### config.mk
export PLATFORM = sky130hd
export DESIGN_NAME = rotate_subtract_skip_exec
export DESIGN_NICKNAME = d
export VERILOG_FILES = /design/src/rtl/rsx_pkg.sv /design/src/rtl/rotate_subtract_skip_exec.sv
export SDC_FILE = /design/constraint.sdc
export NUM_CORES = 1
export LEC_CHECK = 0
export BUFFER_PORTS_ARGS = -buffer_cell sky130_fd_sc_hd__buf_2
export CORE_MARGIN = 2
export CORE_UTILIZATION = 35
export DETAILED_ROUTE_END_ITERATION = 7
export GPL_ROUTABILITY_DRIVEN = 0
export PLACE_DENSITY = 0.58
export SLEW_MARGIN = 20
export SYNTH_ARGS = -nofsm -noshare
export SYNTH_HDL_FRONTEND = slang
export SYNTH_SLANG_ARGS = --single-unit
export TNS_END_PERCENT = 10
### constraint.sdc
create_clock -name pclk -period 8.2 [get_ports pclk]
set_clock_uncertainty 0.2 [all_clocks]
set_input_delay 1.23 -clock pclk [delete_from_list [all_inputs] [get_ports pclk]]
set_output_delay 1.23 -clock pclk [all_outputs]
set_load 0.05 [all_outputs]
### src/rtl/rsx_pkg.sv
// Purpose: constants for the rotate/subtract/skip execution unit
// Assumes: 32-bit APB, one aligned word per register
// Notes:   opcodes are the software codes written into the command word
package rsx_pkg;
   // register byte offsets
   localparam logic [7:0] ADDR_OPER   = 8'h00;  // data memory operand byte
   localparam logic [7:0] ADDR_WORK   = 8'h04;  // working register
   localparam logic [7:0] ADDR_FLAGS  = 8'h08;  // c, nibble carry, z, signed range
   localparam logic [7:0] ADDR_CMD    = 8'h0c;  // write starts an instruction
   localparam logic [7:0] ADDR_STATUS = 8'h10;  // busy, skip, bad opcode

   // flag bit positions
   localparam int FLAG_C             = 0;
   localparam int FLAG_NIBBLE_CARRY  = 1;
   localparam int FLAG_Z             = 2;
   localparam int FLAG_SIGNED_RANGE  = 3;

   // status bit positions
   localparam int STAT_BUSY = 0;
   localparam int STAT_SKIP = 1;
   localparam int STAT_BAD  = 2;

   // command word fields
   localparam int CMD_OP_LSB  = 0;   // opcode in [4:0]
   localparam int CMD_BIT_LSB = 8;   // bit select in [10:8]
   localparam int CMD_IMM_LSB = 16;  // immediate in [23:16]

   // reset values
   localparam logic [7:0] OPER_RST  = 8'h00;
   localparam logic [7:0] WORK_RST  = 8'h00;
   localparam logic [3:0] FLAGS_RST = 4'h0;
   localparam logic [4:0] CMD_RST   = 5'h1f;

   // instruction codes
   localparam logic [4:0] OP_ROTATE_LEFT_TO_WORKING          = 5'h00;
   localparam logic [4:0] OP_ROTATE_LEFT_THROUGH_CARRY       = 5'h01;
   localparam logic [4:0] OP_ROTATE_LEFT_CARRY_TO_WORKING    = 5'h02;
   localparam logic [4:0] OP_ROTATE_RIGHT                    = 5'h03;
   localparam logic [4:0] OP_ROTATE_RIGHT_TO_WORKING         = 5'h04;
   localparam logic [4:0] OP_ROTATE_RIGHT_THROUGH_CARRY      = 5'h05;
   localparam logic [4:0] OP_ROTATE_RIGHT_CARRY_TO_WORKING   = 5'h06;
   localparam logic [4:0] OP_MINUS_WITH_BORROW               = 5'h07;
   localparam logic [4:0] OP_MINUS_WITH_BORROW_TO_MEMORY     = 5'h08;
   localparam logic [4:0] OP_MINUS                           = 5'h09;
   localparam logic [4:0] OP_MINUS_INTO_MEMORY               = 5'h0a;
   localparam logic [4:0] OP_MINUS_IMMEDIATE                 = 5'h0b;
   localparam logic [4:0] OP_DECREMENT_SKIP_ON_NULL          = 5'h0c;
   localparam logic [4:0] OP_DECREMENT_SKIP_ON_NULL_TO_WORK  = 5'h0d;
   localparam logic [4:0] OP_INCREMENT_SKIP_ON_NULL          = 5'h0e;
   localparam logic [4:0] OP_INCREMENT_SKIP_ON_NULL_TO_WORK  = 5'h0f;
   localparam logic [4:0] OP_SKIP_ON_BIT_HIGH                = 5'h10;
   localparam logic [4:0] OP_SET_BYTE                        = 5'h11;
   localparam logic [4:0] OP_SET_BIT                         = 5'h12;

   // execution sequencer states
   typedef enum logic [1:0] {ST_IDLE, ST_EXEC, ST_DUMMY} exec_state_type;
endpackage

### src/rtl/rotate_subtract_skip_exec.sv
// Purpose: execution unit for rotates, subtracts, skips and set ops
// Assumes: memory operand and working register loaded over APB first
// Notes:   skip-type instructions hold busy for two cycles
// What this block does
// RULE1: rotate left into working, flags untouched
// RULE2: rotate memory left through carry
// RULE3: rotate left through carry into working
// RULE4: rotate memory right, flags untouched
// RULE5: rotate right into working, carry kept
// RULE6: rotate right through carry, memory or working
// RULE7: working minus memory minus inverted carry
// RULE8: borrow subtract result into memory
// RULE9: carry clear on negative, else set
// RULE10: plain subtract, working or memory target
// RULE11: subtract immediate from working
// RULE12: decrement memory, skip when zero
// RULE13: decrement into working, skip when zero
// RULE14: increment memory, skip when zero
// RULE15: increment into working, skip when zero
// RULE16: skip when selected bit is set
// RULE17: skip instructions take two cycles
// RULE18: set byte writes all ones
// RULE19: set bit forces one bit high
// RULE20: increment and decrement wrap modulo 256
// RULE21: subtract sets z, overflow, nibble carry
//
// Register access over APB and the register offsets were chosen for this implementation.
`timescale 1ns/10ps
module rotate_subtract_skip_exec #(
   parameter int ADDR_W = 8                      // apb address width
) (
   input  wire logic              pclk,          // 50 mhz clock
   input  wire logic              presetn,       // async reset, low
   input  wire logic              psel,          // apb select
   input  wire logic              penable,       // apb access phase
   input  wire logic              pwrite,        // apb write
   input  wire logic [ADDR_W-1:0] paddr,         // apb byte address
   input  wire logic [31:0]       pwdata,        // apb write data
   output logic      [31:0]       prdata,        // apb read data
   output logic                   pready,        // apb ready
   output logic                   pslverr,       // apb error
   output logic                   skip_next      // next instruction skipped
);
   // bus state
   logic        pready_r, pready_nxt;
   logic        pslverr_r, pslverr_nxt;
   logic [31:0] prdata_r, prdata_nxt;
   // core state
   rsx_pkg::exec_state_type state_r, state_nxt;
   logic [7:0]  oper_r, oper_nxt;
   logic [7:0]  work_r, work_nxt;
   logic [3:0]  flags_r, flags_nxt;
   logic [4:0]  op_r, op_nxt;
   logic [2:0]  bsel_r, bsel_nxt;
   logic [7:0]  imm_r, imm_nxt;
   logic        skip_r, skip_nxt;
   logic        bad_r, bad_nxt;
   // decoded bus strokes
   logic        access, hit, busy, wr_ok;
   logic [7:0]  offs;

   // true for the instructions that may skip
   function automatic logic is_skip_op(input logic [4:0] op);
      is_skip_op = (op >= rsx_pkg::OP_DECREMENT_SKIP_ON_NULL) &&
                   (op <= rsx_pkg::OP_SKIP_ON_BIT_HIGH);
   endfunction

   // subtract a - b - borrow, returns {srange, nibble, c, z, result}
   function automatic logic [11:0] sub_flags(input logic [7:0] a, input logic [7:0] b,
                                             input logic cin);
      logic [8:0] d;
      logic [4:0] lo;
      logic       sr;
      d  = {1'b0, a} - {1'b0, b} - {8'h00, ~cin};
      lo = {1'b0, a[3:0]} - {1'b0, b[3:0]} - {4'h0, ~cin};
      sr = (a[7] ^ b[7]) & (a[7] ^ d[7]);
      sub_flags = {sr, ~lo[4], ~d[8], (d[7:0] == 8'h00), d[7:0]};
   endfunction

   assign offs   = 8'(paddr);
   assign access = psel & penable & pready_r;
   assign busy   = (state_r != rsx_pkg::ST_IDLE);
   assign hit    = (offs == rsx_pkg::ADDR_OPER) || (offs == rsx_pkg::ADDR_WORK) ||
                   (offs == rsx_pkg::ADDR_FLAGS) || (offs == rsx_pkg::ADDR_CMD) ||
                   (offs == rsx_pkg::ADDR_STATUS);
   assign wr_ok  = access & pwrite & hit & ~busy & (offs != rsx_pkg::ADDR_STATUS);

   // apb answer: one wait state, error on unmapped access or on busy or status write
   always_comb begin
      pready_nxt  = psel & penable & ~pready_r;
      pslverr_nxt = 1'b0;
      prdata_nxt  = prdata_r;
      if (pready_nxt) begin
         // busy as it will stand at the edge that takes the write
         pslverr_nxt = ~hit | (pwrite & ((state_nxt != rsx_pkg::ST_IDLE) |
                                         (offs == rsx_pkg::ADDR_STATUS)));
         prdata_nxt  = 32'h0000_0000;
         if (!pwrite) begin
            case (offs)
               rsx_pkg::ADDR_OPER:   prdata_nxt = {24'h00_0000, oper_r};
               rsx_pkg::ADDR_WORK:   prdata_nxt = {24'h00_0000, work_r};
               rsx_pkg::ADDR_FLAGS:  prdata_nxt = {28'h000_0000, flags_r};
               rsx_pkg::ADDR_CMD:    prdata_nxt = {8'h00, imm_r, 5'h00, bsel_r, 3'h0, op_r};
               rsx_pkg::ADDR_STATUS: prdata_nxt = {29'h0000_0000, bad_r, skip_r, busy};
               default:              prdata_nxt = 32'h0000_0000;
            endcase
         end
      end
   end

   // bus registers
   always_ff @(posedge pclk or negedge presetn) begin
      if (!presetn) begin
         pready_r  <= 1'b0;
         pslverr_r <= 1'b0;
         prdata_r  <= 32'h0000_0000;
      end else begin
         pready_r  <= pready_nxt;
         pslverr_r <= pslverr_nxt;
         prdata_r  <= prdata_nxt;
      end
   end

   // register writes, sequencer and datapath
   always_comb begin
      logic [11:0] s;
      logic [7:0]  m, a, st;
      logic        c;
      s         = 12'h000;
      m         = oper_r;
      a         = work_r;
      c         = flags_r[rsx_pkg::FLAG_C];
      st        = 8'h00;
      state_nxt = state_r;
      oper_nxt  = oper_r;
      work_nxt  = work_r;
      flags_nxt = flags_r;
      op_nxt    = op_r;
      bsel_nxt  = bsel_r;
      imm_nxt   = imm_r;
      skip_nxt  = skip_r;
      bad_nxt   = bad_r;
      if (wr_ok) begin
         case (offs)
            rsx_pkg::ADDR_OPER:  oper_nxt  = pwdata[7:0];
            rsx_pkg::ADDR_WORK:  work_nxt  = pwdata[7:0];
            rsx_pkg::ADDR_FLAGS: flags_nxt = pwdata[3:0];
            rsx_pkg::ADDR_CMD: begin
               op_nxt    = pwdata[rsx_pkg::CMD_OP_LSB +: 5];
               bsel_nxt  = pwdata[rsx_pkg::CMD_BIT_LSB +: 3];
               imm_nxt   = pwdata[rsx_pkg::CMD_IMM_LSB +: 8];
               skip_nxt  = 1'b0;
               bad_nxt   = 1'b0;
               state_nxt = rsx_pkg::ST_EXEC;
            end
            default: ;
         endcase
      end
      unique case (state_r)
         rsx_pkg::ST_IDLE: ;
         rsx_pkg::ST_DUMMY: state_nxt = rsx_pkg::ST_IDLE;
         rsx_pkg::ST_EXEC: begin
            // skip ops spend a dummy cycle while the next one is fetched
            state_nxt = is_skip_op(op_r) ? rsx_pkg::ST_DUMMY : rsx_pkg::ST_IDLE; // RULE17
            case (op_r)
               rsx_pkg::OP_ROTATE_LEFT_TO_WORKING:
                  work_nxt = {m[6:0], m[7]};                               // RULE1
               rsx_pkg::OP_ROTATE_LEFT_THROUGH_CARRY: begin
                  oper_nxt = {m[6:0], c};                                  // RULE2
                  flags_nxt[rsx_pkg::FLAG_C] = m[7];
               end
               rsx_pkg::OP_ROTATE_LEFT_CARRY_TO_WORKING: begin
                  work_nxt = {m[6:0], c};                                  // RULE3
                  flags_nxt[rsx_pkg::FLAG_C] = m[7];
               end
               rsx_pkg::OP_ROTATE_RIGHT:
                  oper_nxt = {m[0], m[7:1]};                               // RULE4
               rsx_pkg::OP_ROTATE_RIGHT_TO_WORKING:
                  work_nxt = {m[0], m[7:1]};                               // RULE5
               rsx_pkg::OP_ROTATE_RIGHT_THROUGH_CARRY: begin
                  oper_nxt = {c, m[7:1]};                                  // RULE6
                  flags_nxt[rsx_pkg::FLAG_C] = m[0];
               end
               rsx_pkg::OP_ROTATE_RIGHT_CARRY_TO_WORKING: begin
                  work_nxt = {c, m[7:1]};                                  // RULE6
                  flags_nxt[rsx_pkg::FLAG_C] = m[0];
               end
               rsx_pkg::OP_MINUS_WITH_BORROW, rsx_pkg::OP_MINUS_WITH_BORROW_TO_MEMORY,
               rsx_pkg::OP_MINUS, rsx_pkg::OP_MINUS_INTO_MEMORY,
               rsx_pkg::OP_MINUS_IMMEDIATE: begin
                  // borrow ops feed inverted carry, the others no borrow
                  if (op_r == rsx_pkg::OP_MINUS_IMMEDIATE)
                     s = sub_flags(a, imm_r, 1'b1);                        // RULE11
                  else if (op_r == rsx_pkg::OP_MINUS_WITH_BORROW ||
                           op_r == rsx_pkg::OP_MINUS_WITH_BORROW_TO_MEMORY)
                     s = sub_flags(a, m, c);                               // RULE7
                  else
                     s = sub_flags(a, m, 1'b1);                            // RULE10
                  if (op_r == rsx_pkg::OP_MINUS_WITH_BORROW_TO_MEMORY ||
                      op_r == rsx_pkg::OP_MINUS_INTO_MEMORY)
                     oper_nxt = s[7:0];                                    // RULE8
                  else
                     work_nxt = s[7:0];
                  flags_nxt[rsx_pkg::FLAG_C]  = s[9];                      // RULE9
                  flags_nxt[rsx_pkg::FLAG_Z]  = s[8];                      // RULE21
                  flags_nxt[rsx_pkg::FLAG_NIBBLE_CARRY] = s[10];           // RULE21
                  flags_nxt[rsx_pkg::FLAG_SIGNED_RANGE] = s[11];           // RULE21
               end
               rsx_pkg::OP_DECREMENT_SKIP_ON_NULL,
               rsx_pkg::OP_DECREMENT_SKIP_ON_NULL_TO_WORK,
               rsx_pkg::OP_INCREMENT_SKIP_ON_NULL,
               rsx_pkg::OP_INCREMENT_SKIP_ON_NULL_TO_WORK: begin
                  // 8-bit arithmetic wraps on its own
                  if (op_r[1])
                     st = m + 8'h01;                                       // RULE14 RULE20
                  else
                     st = m - 8'h01;                                       // RULE12 RULE20
                  if (op_r[0])
                     work_nxt = st;                                        // RULE13 RULE15
                  else
                     oper_nxt = st;
                  skip_nxt = (st == 8'h00);
               end
               rsx_pkg::OP_SKIP_ON_BIT_HIGH:
                  skip_nxt = m[bsel_r];                                    // RULE16
               rsx_pkg::OP_SET_BYTE:
                  oper_nxt = 8'hff;                                        // RULE18
               rsx_pkg::OP_SET_BIT:
                  oper_nxt = m | (8'h01 << bsel_r);                        // RULE19
               default:
                  bad_nxt = 1'b1;
            endcase
         end
      endcase
   end

   // core registers
   always_ff @(posedge pclk or negedge presetn) begin
      if (!presetn) begin
         state_r <= rsx_pkg::ST_IDLE;
         oper_r  <= rsx_pkg::OPER_RST;
         work_r  <= rsx_pkg::WORK_RST;
         flags_r <= rsx_pkg::FLAGS_RST;
         op_r    <= rsx_pkg::CMD_RST;
         bsel_r  <= 3'h0;
         imm_r   <= 8'h00;
         skip_r  <= 1'b0;
         bad_r   <= 1'b0;
      end else begin
         state_r <= state_nxt;
         oper_r  <= oper_nxt;
         work_r  <= work_nxt;
         flags_r <= flags_nxt;
         op_r    <= op_nxt;
         bsel_r  <= bsel_nxt;
         imm_r   <= imm_nxt;
         skip_r  <= skip_nxt;
         bad_r   <= bad_nxt;
      end
   end

   assign prdata    = prdata_r;
   assign pready    = pready_r;
   assign pslverr   = pslverr_r;
   assign skip_next = skip_r;

   logic exec;
   assign exec = (state_r == rsx_pkg::ST_EXEC);
endmodule

==> impl_metrics.toml <==
[run_status]
outcome = "completed"

[global_routing]
grtUsageTotal_pct = 21.4
grt_pass1_vias = 5173
grt_antenna_before_repair = 0
overflow = 0
grt_pass1_wl_mm = 27.8
grt_max_degree = 62

[worst_setup_path]
worst_ep_required_time_ns = 8.20
rrSetupSlack_ns = 4.50
arrival_ns = 4.40
slowest_delay_ns = 0.85
path_cells = "buf_2, or4_4, nor4_1, nand2_1, nand3_1, o21ai_0, o31ai_1, a31oi_1"
critical_path_class = "input port to flip-flop"
cp-start-kind = "input port"
worst-path-max-fanout = 20
crit_start = "paddr[5]"
r2r-end = "work_r[6]"
cp-end-kind = "flip-flop"
critPathCapture = "pslverr"
r2r.worst_path.cells = 9
critPathSlowestCell = "nand2_1"
reg2reg_from = "oper_r[0]"

[cts]
postCtsHoldBufs = 0
cts_sinks = 61
htreeDepth = 3
cts_buffer_depth = 2
path_clk_slew_ns = 0.05
cts_buffers = 9
cts_tree = "yes"
cts_resized = 0
clk-insertion-delay-late_ns = 0.34
cts_setup_buffers = 0
cts-root-buf = "clkbuf_16"

[placed_design]
dp_cells = 883
place_hpwl_mm = 13.4
portBuffers = 53
dpl_cell_area_um2 = 5870

[final_layout]
final_common_cell = "dfrtp_1"
post_layout_nonfiller_instances = 899
n_antenna_cell = 0
drive_gt1_share_pct = 16.1
fin_area_um2 = 6150
area_growth_pct = 10.6
fin_nets = 753
mostFrequentLayoutCells = "dfrtp_1, o21ai_0, nand2_1"

[timing]
fmax_mhz = 228
finalHoldViolations = 0
min_period_over_period_pct = 53.5
fin_hold_ws_ns = 0.280
finalCriticalPeriod_ns = 4.39
finalSetupViolCount = 0
rsz0062_at_grt = "false"
finalMaxSlewViolations = 0
slew_headroom_pct = 32.3
final.setup.tns_ns = 0
worstMarginPinSlew_ns = 1.01

[floorplanning]
start_util_pct = 35.4
io_pins = 80
coreArea_um2 = 15700
die_area_um2 = 16900
die_w_um = 130
die_h_um = 130
rows = 46

[logic_synthesis]
synthSimpleGateAreaFrac_pct = 20.4
synthAdderAreaFrac_pct = 7.16
async_reset_ff_share_pct = 100
synth_mux_area_share_pct = 9.32
synth_top_family_by_area = "compound AO/OA/AOI/OAI gates"
yosysWarnings = 0
syn_area_um2 = 5560
synth.avg_cell_area_um2 = 8.51
synth_seq_cells = 61
synth_ff_type = "dfrtp_1"
synth_compound_area_share_pct = 24.6
seq_area_frac_synth_pct = 27.6
synthCells = 653
synth.distinct_cells = 80
synthXorXnorAreaFrac_pct = 3.51
synth-edff-count = 0

[pwr]
p_int_mw = 0.531
power_switching_share_pct = 25.4
p_sw_mw = 0.181
power_mw = 0.712
p_leak_nw = 2.68
p_seq_share_pct = 42.5
vdd_drop_max_uv = 91.2
powerDensity_nw_per_um2 = 116
p_clk_share_pct = 51.5
combPwrFrac_pct = 6.1

[drt]
num_vias = 5306
drtPass1Iterations = 6
drt_iter0_drc = 417
drc = 0
antenna_left = 0
routed_wl_mm = 17.9
vias_per_cell = 5.90
wl_per_cell_um = 20.0

[worst_hold_path]
hp-class = "flip-flop to flip-flop"

[flow_run]
cap_violations = 0
-- Yosys cell counts (5+ instances only) --
| master | n | area [um^2] |
|---|---|---|
| a211oi_1 | 10 | 75.1 |
| a21o_1 | 11 | 82.6 |
| a21oi_1 | 24 | 120 |
| a221oi_1 | 7 | 61.3 |
| a22o_1 | 13 | 114 |
| a22oi_1 | 7 | 52.6 |
| and2_1 | 6 | 37.5 |
| and3_1 | 5 | 31.3 |
| buf_4 | 20 | 150 |
| clkbuf_1 | 28 | 105 |
| dfrtp_1 | 56 | 1400 |
| dfstp_2 | 5 | 131 |
| ha_1 | 27 | 338 |
| inv_1 | 29 | 109 |
| mux2_2 | 18 | 203 |
| mux2i_1 | 27 | 270 |
| nand2_1 | 55 | 206 |
| nand2b_1 | 10 | 62.6 |
| nand3_1 | 18 | 90.1 |
| nand3b_1 | 6 | 45.0 |
| nor2_1 | 43 | 161 |
| nor2b_1 | 12 | 75.1 |
| nor3_1 | 17 | 85.1 |
| nor3b_1 | 6 | 45.0 |
| nor4_1 | 8 | 50.1 |
| o211ai_1 | 8 | 60.1 |
| o21ai_0 | 55 | 275 |
| o221ai_1 | 6 | 52.6 |
| o22ai_1 | 9 | 56.3 |
| o31ai_1 | 6 | 45.0 |
| xnor2_1 | 12 | 105 |
| xor2_1 | 5 | 43.8 |
-- per-stage QoR --
step                util, %  worst slack [ns]
floorplan                 -              4.63
global placement       37.3              3.61
detailed placement     37.3              3.48
CTS                    39.1              3.84
global route           39.1              3.49
finish                 39.1              3.81
-- critical path: cells and delay by family --
family	cells	cell delay, ns
buffers and inverters	1	0.10
AOI/OAI and AO/OA	3	0.59
and+or+nand+nor	4	2.48
-- how the worst min path moves through the flow --
| stage | startpoint | end | slack, ns | cells past startpoint |
|---|---|---|---|---|
| 6_report | prdata[4] | prdata[4] | 0.28 | 2 |
| 3_3_place_gp | prdata[4] | prdata[4] | 0.27 | 2 |
| 5_1_grt | prdata[20] | prdata[20] | 0.31 | 1 |
| 2_1_floorplan | bad_r | bad_r | 0.27 | 1 |
| 4_1_cts | prdata[4] | prdata[4] | 0.28 | 2 |
| 3_5_place_dp | prdata[4] | prdata[4] | 0.27 | 2 |
-- per-layer routing --
layer | vias to the layer above | global-route usage (%) | routed length (um)
met5 | - | 0 | 0
met4 | 0 | 8.98 | 676
met3 | 67 | 6.56 | 1530
met2 | 243 | 32.7 | 8060
met1 | 2540 | 28.0 | 7670
li1 | 2456 | - | -
-- final cells by class --
| class | count | area [um^2] |
|---|---|---|
| timing repair buffer | 56 | 288 |
| multi-input combinational | 521 | 3670 |
| tap | 216 | 270 |
| clock buffer | 12 | 256 |
| fill | 1649 | 9570 |
| clock inverter | 4 | 22.5 |
| inverter | 29 | 109 |
| sequential | 61 | 1530 |
-- power by group through the flow --
stage	Sequential [mW]	Clock [mW]	Combinational, mW
after floorplan	0.310	0	0.0261
after global placement	0.308	0	0.0431
after detailed placement	0.308	0	0.0437
after CTS	0.302	0.370	0.0438
after global routing	0.302	0.384	0.0470
final	0.302	0.366	0.0432
-- registers in the layout, indices dropped and copies added, names as in the netlist --
signal and cells:
bad_r 1, bsel_r 3, flags_r 4, imm_r 8
op_r 5, oper_r 8, prdata 19, pready 1
pslverr 1, skip_next 1, state_r 2, work_r 8
-- kinds of logic (layout without fill, tap and decap cells) --
group / Yosys count / in the layout
fa+ha+maj: 30 / 30
xor+xnor: 19 / 19
mux: 47 / 47
simple gates: 216 / 216
flops: 61 / 61
buf+inv: 83 / 101
other cells: 1 / 13
compound gates: 196 / 196
Note: power is estimated with default switching activity, not from simulation.
